`src/common/rsfo_pkg.sv`:
```
// Package for the rotate-and-set file operation execution block
package rsfo_pkg;
    // Opcode high-byte patterns (bit 8 is the d/s select)
    localparam logic [6:0] RSFO_OP_ROTATE  = 7'h10;  // 0010 000x
    localparam logic [6:0] RSFO_OP_SETONES = 7'h15;  // 0010 101x
    localparam int         RSFO_OP_LSB     = 9;
    localparam int         RSFO_SEL_BIT    = 8;
    localparam logic [7:0] RSFO_ALL_ONES   = 8'hff;
    localparam logic [7:0] RSFO_WORK_RST   = 8'h00;
    localparam logic [7:0] RSFO_DATA_RST   = 8'h00;
    localparam int         RSFO_ADDR_MSB   = 7;
    localparam logic [15:0] RSFO_INSTR_RST = 16'h0000;
    // Four phases of one instruction cycle, Gray coded
    typedef enum logic [1:0] {
        RSFO_Q1 = 2'h0,
        RSFO_Q2 = 2'h1,
        RSFO_Q3 = 2'h3,
        RSFO_Q4 = 2'h2
    } rsfo_phase_t;
endpackage : rsfo_pkg

```
`src/design/rsfo_exec.sv`:
```
// Execution datapath for rotate-right-no-carry and set-file-all-ones
// Operation
// - Rotate shifts the file register right by one, bit 0 wrapping to bit 7, no carry.
// - Rotate with destination select 0 writes the result to the working register only.
// - Rotate with destination select 1 writes the result back to the source file register.
// - Set with store select 0 loads all ones into the file location and working register.
// - Set with store select 1 loads all ones into the file location only.
// - Each operation runs decode, read, execute, write in four phases; a file write strobes in the next cycle's Q1, beside the next decode.
`timescale 1ns/1ps
module rsfo_exec
    import rsfo_pkg::*;
(
    input  wire logic        sys_clk,
    input  wire logic        rst,
    input  wire logic [15:0] instr_word,
    output logic             instr_take,
    output logic [7:0]       file_addr,
    output logic             file_rd,
    input  wire logic [7:0]  file_rdata,
    output logic             file_we,
    output logic [7:0]       file_wdata,
    output logic [7:0]       working_register,
    output logic             instr_known
);
    rsfo_phase_t phase_reg;
    logic [15:0] instr_reg;
    logic [7:0]  operand_reg;
    logic [7:0]  result_reg;
    logic [7:0]  work_reg;
    logic [7:0]  wdata_reg;
    logic        we_reg;
    logic        is_rot;
    logic        is_set;
    logic        sel;
    logic        dest_file;
    logic        dest_work;
    logic        read_done_reg;

    // Shared opcode match
    function automatic logic op_is(input logic [15:0] w, input logic [6:0] op);
        op_is = (w[15:RSFO_OP_LSB] == op);
    endfunction : op_is

    // Rotate right by one with bit 0 wrapping to bit 7; no carry in or out
    function automatic logic [7:0] rot_right(input logic [7:0] v);
        rot_right = {v[0], v[7:1]};
    endfunction : rot_right

    assign is_rot = op_is(instr_reg, RSFO_OP_ROTATE);
    assign is_set = op_is(instr_reg, RSFO_OP_SETONES);
    assign sel    = instr_reg[RSFO_SEL_BIT];
    assign instr_take       = (phase_reg == RSFO_Q1);
    assign file_addr        = instr_reg[RSFO_ADDR_MSB:0];
    assign file_rd          = (phase_reg == RSFO_Q2) && (is_rot || is_set);
    assign file_we          = we_reg;
    assign file_wdata       = wdata_reg;
    assign working_register = work_reg;
    assign instr_known      = is_rot || is_set;

    // Destinations; an unknown word selects neither, so it writes nothing
    assign dest_file = is_set || (is_rot && sel);
    assign dest_work = (is_rot || is_set) && !sel;

    // Phase sequencer: one instruction per four clocks
    always_ff @(posedge sys_clk)
    begin
        if (rst)
            phase_reg <= RSFO_Q1;
        else
            unique case (phase_reg)
                RSFO_Q1: phase_reg <= RSFO_Q2;
                RSFO_Q2: phase_reg <= RSFO_Q3;
                RSFO_Q3: phase_reg <= RSFO_Q4;
                RSFO_Q4: phase_reg <= RSFO_Q1;
            endcase
    end

    // Decode: latch the instruction word in Q1
    always_ff @(posedge sys_clk)
    begin
        if (rst)
            instr_reg <= RSFO_INSTR_RST;
        else if (phase_reg == RSFO_Q1)
            instr_reg <= instr_word;
    end

    // Read in Q2; the write of the same word comes later, so this copy is clean
    always_ff @(posedge sys_clk)
    begin
        if (rst)
            operand_reg <= RSFO_DATA_RST;
        else if (phase_reg == RSFO_Q2)
            operand_reg <= file_rdata;
    end

    // Execute in Q3
    always_ff @(posedge sys_clk)
    begin
        if (rst)
            result_reg <= RSFO_DATA_RST;
        else if (phase_reg == RSFO_Q3)
            result_reg <= is_set ? RSFO_ALL_ONES : rot_right(operand_reg);
    end

    // File strobe from Q4, up for one cycle; no status flags exist here
    always_ff @(posedge sys_clk)
    begin
        if (rst)
            we_reg <= 1'h0;
        else
            we_reg <= (phase_reg == RSFO_Q4) && dest_file;
    end

    // Write data follows every Q4 and only matters while the strobe is up
    always_ff @(posedge sys_clk)
    begin
        if (rst)
            wdata_reg <= RSFO_DATA_RST;
        else if (phase_reg == RSFO_Q4)
            wdata_reg <= result_reg;
    end

    // Working register changes in Q4 only when the word selects it
    always_ff @(posedge sys_clk)
    begin
        if (rst)
            work_reg <= RSFO_WORK_RST;
        else if ((phase_reg == RSFO_Q4) && dest_work)
            work_reg <= result_reg;
    end

    // Helper for the checks: a read has happened since the last take
    always_ff @(posedge sys_clk)
    begin
        if (rst || instr_take)
            read_done_reg <= 1'h0;
        else if (file_rd)
            read_done_reg <= 1'h1;
    end

    // Assertions
    rot_value_a: assert property (@(posedge sys_clk) disable iff (rst)
        (phase_reg == RSFO_Q3 && is_rot) |=> result_reg == {$past(operand_reg[0]), $past(operand_reg[7:1])})
        else $error("rotate result wrong");
    rot_working_register_a: assert property (@(posedge sys_clk) disable iff (rst)
        (phase_reg == RSFO_Q4 && is_rot && !sel) |=> !file_we && working_register == $past(result_reg))
        else $error("rotate to working register wrong");
    rot_file_a: assert property (@(posedge sys_clk) disable iff (rst)
        (phase_reg == RSFO_Q4 && is_rot && sel) |=> file_we && file_wdata == $past(result_reg)
            && $stable(working_register))
        else $error("rotate to file wrong");
    set_both_a: assert property (@(posedge sys_clk) disable iff (rst)
        (phase_reg == RSFO_Q3 && is_set && !sel) |=> ##1 file_we && file_wdata == 8'hff
            && working_register == 8'hff)
        else $error("set both wrong");
    set_file_a: assert property (@(posedge sys_clk) disable iff (rst)
        (phase_reg == RSFO_Q3 && is_set && sel) |=> ##1 file_we && file_wdata == 8'hff
            && $stable(working_register))
        else $error("set file only wrong");
    phase_seq_a: assert property (@(posedge sys_clk) disable iff (rst)
        (phase_reg == RSFO_Q4) |=> instr_take ##1 !instr_take [*3] ##1 instr_take)
        else $error("phase sequence wrong");
    we_phase_a: assert property (@(posedge sys_clk) disable iff (rst)
        file_we |-> $past(phase_reg) == RSFO_Q4)
        else $error("write outside Q4");
    other_op_a: assert property (@(posedge sys_clk) disable iff (rst)
        (phase_reg == RSFO_Q4 && !is_rot && !is_set) |=> !file_we && $stable(working_register))
        else $error("unknown opcode acted");

    // Operand taken from the file in Q2
    read_data_a: assert property (@(posedge sys_clk) disable iff (rst)
        (phase_reg == RSFO_Q2 && instr_known) |=> operand_reg == $past(file_rdata))
        else $error("read data not taken in Q2");

    // One read per instruction cycle
    read_once_a: assert property (@(posedge sys_clk) disable iff (rst)
        file_rd |=> !file_rd [*3])
        else $error("second read in one cycle");

    // A write never comes before the read of its word
    read_first_a: assert property (@(posedge sys_clk) disable iff (rst)
        file_we |-> read_done_reg)
        else $error("write without a read");

    // The file strobe is a single pulse
    one_write_a: assert property (@(posedge sys_clk) disable iff (rst)
        file_we |=> !file_we)
        else $error("file strobe too long");

    // Working register moves only at the end of Q4
    work_hold_a: assert property (@(posedge sys_clk) disable iff (rst)
        (phase_reg != RSFO_Q1) |-> $stable(working_register))
        else $error("working register moved mid cycle");

    // Address stays put so the write lands where the read came from
    addr_hold_a: assert property (@(posedge sys_clk) disable iff (rst)
        (phase_reg != RSFO_Q1) |=> $stable(file_addr))
        else $error("file address moved");

    // Set always produces all ones
    set_value_a: assert property (@(posedge sys_clk) disable iff (rst)
        (phase_reg == RSFO_Q4 && is_set) |-> result_reg == RSFO_ALL_ONES)
        else $error("set value wrong");

    // End to end: operand read in Q2 comes back rotated on the write
    rot_wdata_a: assert property (@(posedge sys_clk) disable iff (rst)
        (phase_reg == RSFO_Q4 && is_rot && sel)
            |=> file_wdata == {$past(operand_reg[0]), $past(operand_reg[7:1])})
        else $error("rotated write data wrong");

    // Unknown words do not read the data memory in Q2
    unknown_quiet_a: assert property (@(posedge sys_clk) disable iff (rst)
        (phase_reg == RSFO_Q2 && !instr_known) |-> !file_rd)
        else $error("unknown word read the file");

    // Reset parks the block in decode with nothing pending
    reset_state_a: assert property (@(posedge sys_clk)
        rst |=> instr_take && !file_we && working_register == RSFO_WORK_RST
            && file_wdata == RSFO_DATA_RST)
        else $error("state after reset wrong");

    // Main scenarios
    rot_cov: cover property (@(posedge sys_clk) phase_reg == RSFO_Q4 && is_rot && sel);
    rotw_cov: cover property (@(posedge sys_clk) phase_reg == RSFO_Q4 && is_rot && !sel);
    set0_cov: cover property (@(posedge sys_clk) phase_reg == RSFO_Q4 && is_set && !sel);
    set1_cov: cover property (@(posedge sys_clk) phase_reg == RSFO_Q4 && is_set && sel);
    unk_cov: cover property (@(posedge sys_clk) phase_reg == RSFO_Q4 && !instr_known);
endmodule : rsfo_exec

```
`config.mk`:
```
export PLATFORM = sky130hd
export DESIGN_NAME = rsfo_exec
export DESIGN_NICKNAME = d
export VERILOG_FILES = /design/src/common/rsfo_pkg.sv /design/src/design/rsfo_exec.sv
export SDC_FILE = /design/constraint.sdc
export NUM_CORES = 1
export LEC_CHECK = 0
export ABC_AREA = 1
export BUFFER_PORTS_ARGS = -buffer_cell sky130_fd_sc_hd__buf_2
export CAP_MARGIN = 20
export CORE_MARGIN = 4
export CORE_UTILIZATION = 54
export CTS_BUF_LIST = sky130_fd_sc_hd__clkbuf_8
export DETAILED_ROUTE_END_ITERATION = 16
export PLACE_DENSITY = 0.89
export SYNTH_ARGS = -nofsm -noshare
export SYNTH_HDL_FRONTEND = slang
export SYNTH_SLANG_ARGS = --single-unit
```
`constraint.sdc`:
```
create_clock -name sys_clk -period 1.43 [get_ports sys_clk]
set_input_delay 0.0715 -clock sys_clk [delete_from_list [all_inputs] [get_ports sys_clk]]
set_output_delay 0.0715 -clock sys_clk [all_outputs]
set_load 0.01 [all_outputs]
```
# [Yosys cells after proc, flatten, opt, wreduce, memory -nomap -nowiden]
# Cells that the tools add are included.
[word_totals] register_bits=51 latchBits=0 ram_bits=0 rom_bits=0 output_inout_bits=28 elab_cells=23 memories=0
[op_classes] add_sub_neg=0 n_mul=0 n_div=0 magnitude_cmp=0 eq_ne=5 shifts=0 muxes=2 bitwise=0 reduce_logical=9
[op_table] op="== test 7 x 5 -> 1 bit (second input constant)" count=2
[op_table] op="two-way mux 8 bit" count=1
[op_table] op="case mux 2 bit (4 select lines)" count=1
[op_table] op="logical AND 1 bit" count=5
[op_table] op="== test 2 bit (second input constant)" count=2
[op_table] op="== test 2 x 1 -> 1 bit (second input constant)" count=1
[op_table] op="zero test 2 bit" count=1
[op_table] op="logical OR 1 bit" count=2
[op_table] op="zero test 1 bit" count=1

# [Depth between registers and ports, before layout]
[logic_depth] word_depth=4 depth_mapped=7 depth_no_buf=7

# [Worst setup path before layout]
# Ideal clock, no wire load.
[synth_path] kind="reg2reg" start="register instr_reg[15]" end="register work_reg[0], in the netlist working_register[0]" arrival_ns=0.962 slack_ns=0.358 path_stages_with_launch=7 n_path_buf=1 synth_period_minus_slack_ns=1.072 cell_sequence="dfxtp_1 -> or2_1 -> nor2_4 -> buf_6 -> nand4_1 -> nand2_1 -> nor2_1"
[synth_via] elab_chain_len=4 elab_cells_between_ends=5 cone_classes="2 x eq/ne; 3 x reduce/logical"
[synth_rtl] element="from (decl)" line_no="rsfo_exec.sv:26" rtl="logic [15:0] instr_reg;"
[synth_rtl] element="from (signal assigned)" line_no="rsfo_exec.sv:84" rtl="instr_reg <= instr_word;"
[synth_rtl] element="== test 7 x 5 -> 1 bit" line_no="rsfo_exec.sv:41" rtl="op_is = (w[15:RSFO_OP_LSB] == op);"
[synth_rtl] element="logical OR 1 bit *" line_no="rsfo_exec.sv:62" rtl="assign dest_work = (is_rot || is_set) && !sel;"
[synth_rtl] element="logical AND 1 bit *" line_no="rsfo_exec.sv:62"
[synth_rtl] element="logical AND 1 bit *" line_no="rsfo_exec.sv:128" rtl="else if ((phase_reg == RSFO_Q4) && dest_work)"
[synth_rtl] element="to (signal assigned)" line_no="rsfo_exec.sv:129" rtl="work_reg <= result_reg;"
[synth_rtl] element="to (decl)" line_no="rsfo_exec.sv:29" rtl="logic [7:0] work_reg;"
# Every way passes the cells marked *; elsewhere a longest branch is shown, timed or not.
# A chain may end at the register's enable or synchronous reset.

# [Worst setup path after layout]
[layout_path] start="register phase_reg[1]" end="output port instr_take"
[layout_via] elab_chain_len=1
[layout_rtl] element="from (decl)" line_no="rsfo_exec.sv:25" rtl="rsfo_phase_t phase_reg;"
[layout_rtl] element="from (signal assigned)" line_no="rsfo_exec.sv:68" rtl="phase_reg <= RSFO_Q1;"
[layout_rtl] element="from (signal assigned)" line_no="rsfo_exec.sv:71" rtl="RSFO_Q1: phase_reg <= RSFO_Q2;"
[layout_rtl] element="from (signal assigned)" line_no="rsfo_exec.sv:72" rtl="RSFO_Q2: phase_reg <= RSFO_Q3;"
[layout_rtl] element="zero test 2 bit" line_no="rsfo_exec.sv:52" rtl="assign instr_take = (phase_reg == RSFO_Q1);"
[layout_rtl] element="to (decl)" line_no="rsfo_exec.sv:16" rtl="output logic instr_take,"
# No other way between the ends.

==> flow_metrics.env <==
export IMPL_place_gp_congestion=0.758
export IMPL_yosysWarnings=0
export IMPL_insertion_delay_ns=0.30
export IMPL_synthCells=260
export IMPL_maxCapViolations=0
export IMPL_drive_above_1_share=0.248
export IMPL_outcome="finished, violations left"
export IMPL_met1_length_um=1960
export IMPL_hold_class="primary input to flop"
export IMPL_cp_cell_sequence="nor2_1 > buf_4 > buf_2"
export IMPL_dp_slack_ns=0.169
export IMPL_dr_wl_met3_um=209
export IMPL_top_layer="met4"
export IMPL_core_rowCount=21
export IMPL_clock_sinks=51
export IMPL_fin_cells=364
export IMPL_fin_hold_ws_ns=-0.00124
export IMPL_diodes=0
export IMPL_drt_total_wl_um=4730
export IMPL_track_usage=0.185
export IMPL_start_util=0.582
export IMPL_tightest_slew_ns=0.406
export IMPL_violations="negative hold slack"
export IMPL_slowest_stage="dfxtp_1"
export IMPL_fin_crit_sh=0.985
export IMPL_syn_num_nets=286
export IMPL_largest_register_ffs=16
export IMPL_n_fill_cell=269
export IMPL_synth_distinct_cells=20
export IMPL_drv_slew=0
export IMPL_die_x_um=69.1
export IMPL_p_leak_nw=1.20
export IMPL_synth_top_cell_area_share=0.506
export IMPL_die_area_um2=4780
export IMPL_cts_htree_levels=2
export IMPL_nNetsFinal=343
export IMPL_rsz0062_at_grt="true"
export IMPL_worstSetupPathType="flop to output pin"
export IMPL_ys_seq_area_frac=0.506
export IMPL_skew_ns=0.00574
export IMPL_via_per_inst=4.99
export IMPL_finalHoldViolCount=1
export IMPL_die_h_um=69.1
export IMPL_area_growth_pct=23.4
export IMPL_dp_cells=345
export IMPL_max_vdd_ir_drop_mv=0.909
export IMPL_dr_total_vias=1818
export IMPL_critPathMaxStageDelay_ns=0.37
export IMPL_crit_family="buffers and inverters"
export IMPL_synth_largest_area_cell="dfxtp_1"
export IMPL_drt_iter0_drc=165
export IMPL_drtPass1Iterations=4
export IMPL_hpwl_um=2870
export IMPL_syn_avg_cell_area_um2=7.76
export IMPL_wl_per_cell_um=13.0
export IMPL_fmax_mhz=710
export IMPL_clk_pin_slew_worst_paths_ns=0.09
export IMPL_postRouteAntennaNets=0
export IMPL_cts_tree="built"
export IMPL_grt_pass1_wl_um=7180
export IMPL_clk_path_buf_depth=2
export IMPL_grt_pass1_vias=1601
export IMPL_endpoint_kind="output pin"
export IMPL_cts_root_buf="clkbuf_8"
export IMPL_crit_required_ns=1.36
export IMPL_syn_area_um2=2020
export IMPL_drc=0
export IMPL_path_buf_inv=2
export IMPL_grt_antenna_before_repair=0
export IMPL_ios=54
export IMPL_wl_met2_um=2450
export IMPL_start_kind="flop"
export IMPL_finalPower_mw=2.81
export IMPL_grt_start_max_net_pins=35
export IMPL_power_density_nw_per_um2=1130
export IMPL_cts_buffers=5
export IMPL_synth_seq_cells=51
export IMPL_critPathMaxFanout=13
export IMPL_critPathArrivalTime_ns=1.34
export IMPL_setup_slack_ns=0.0221
export IMPL_synthTopCellsByArea="dfxtp_1, o21ai_0, inv_1"
export IMPL_setup_viol=0
export IMPL_io_buffers=53
export IMPL_coreArea_um2=3470
export IMPL_fin_crit_ns=1.41
export IMPL_maxSlewHeadroom=0.729
export IMPL_grt_overflow_total=0
-- cell usage in the layout (no fill, tap or decap), types with 8 or more instances in the layout --
cell / instances
buf_2: 53
dfxtp_1: 51
inv_1: 42
o21ai_0: 39
nor2_1: 38
a21oi_1: 22
nand2_1: 20
dlygate4sd3_1: 9
nand4_1: 8
-- timing repair --
action | in CTS | in global routing
hold endpoints to repair | 10 | 1
pin swaps | 1 | 0
hold buffers | 8 | 1
buffers inserted | 1 | 1
resized for setup | 1 | 3
setup endpoints to repair | 2 | 4
-- cells by family (layout without fill, tap and decap cells) --
| kind of cell | after synthesis | in the layout | synth area share |
|---|---|---|---|
| buffers and inverters | 63 | 121 | 0.143 |
| AOI/OAI and AO/OA | 68 | 68 | 0.176 |
| DFF | 51 | 51 | 0.506 |
| and+or+nand+nor | 78 | 78 | 0.175 |
-- cells in the mapped netlist --
cell / count
nand2_2: 2
a31oi_1: 6
a21oi_1: 22
dfxtp_1: 51
nand2_1: 22
inv_2: 1
nand3_1: 3
buf_6: 1
o21ai_0: 39
clkbuf_1: 3
inv_1: 42
nand2_4: 1
nor2_1: 38
buf_4: 10
buf_2: 6
nand3_2: 1
nor2_4: 2
nand4_1: 8
or2_1: 1
a31oi_2: 1
-- tightest hold or removal path: stages --
cell	delay (ns)
buf_2	0.08
nor2_1	0.03
nor2_1	0.08
-- metrics by stage --
step / utilization / setup TNS (ns) / instance area [um2]
6_report: 0.718 / 0 / 2490
2_1_floorplan: - / 0 / 2020
5_1_grt: 0.718 / -0.0565 / 2490
3_3_place_gp: 0.651 / 0 / 2260
3_5_place_dp: 0.651 / 0 / 2260
4_1_cts: 0.706 / 0 / 2450
-- cell type report --
type / count / area [um2] / area share
Sequential cell: 51 / 1020 / 0.410
Multi-Input combinational cell: 146 / 718 / 0.288
Clock buffer: 7 / 96.3 / 0.0387
Tap cell: 46 / 57.6 / 0.0231
Inverter: 43 / 165 / 0.0663
Clock inverter: 1 / 3.75 / 0.00151
Timing Repair Buffer: 70 / 428 / 0.172
-- where the power goes --
part | total [mW] | internal (mW) | leakage (nW) | switching [mW]
clock | 0.871 | 0.435 | 0.0557 | 0.436
sequential | 1.55 | 1.51 | 0.419 | 0.0451
combinational | 0.386 | 0.159 | 0.722 | 0.228
total | 2.81 | 2.10 | 1.20 | 0.709
-- final timing paths --
kind / start / to / slack [ns] / depth (start not counted)
setup / recovery: phase_reg[1]$_SDFF_PP0_ / instr_take / 0.02 / 3
hold / removal: instr_word[7] / instr_reg[7]$_SDFFE_PP0P_ / -0.001 / 3
setup reg to reg: phase_reg[1]$_SDFF_PP0_ / instr_reg[11]$_SDFFE_PP0P_ / 0.07 / 5
hold reg to reg: operand_reg[0]$_SDFFE_PP0P_ / operand_reg[0]$_SDFFE_PP0P_ / 0.46 / 2
-- per-layer routing --
metal / GRT usage / vias up
met3: 0.0523 / 10
met4: 0.0868 / 0
met5: 0 / -
met1: 0.227 / 818
li1: - / 931
met2: 0.299 / 59
No activity file was read; power rests on OpenSTA's default activity.
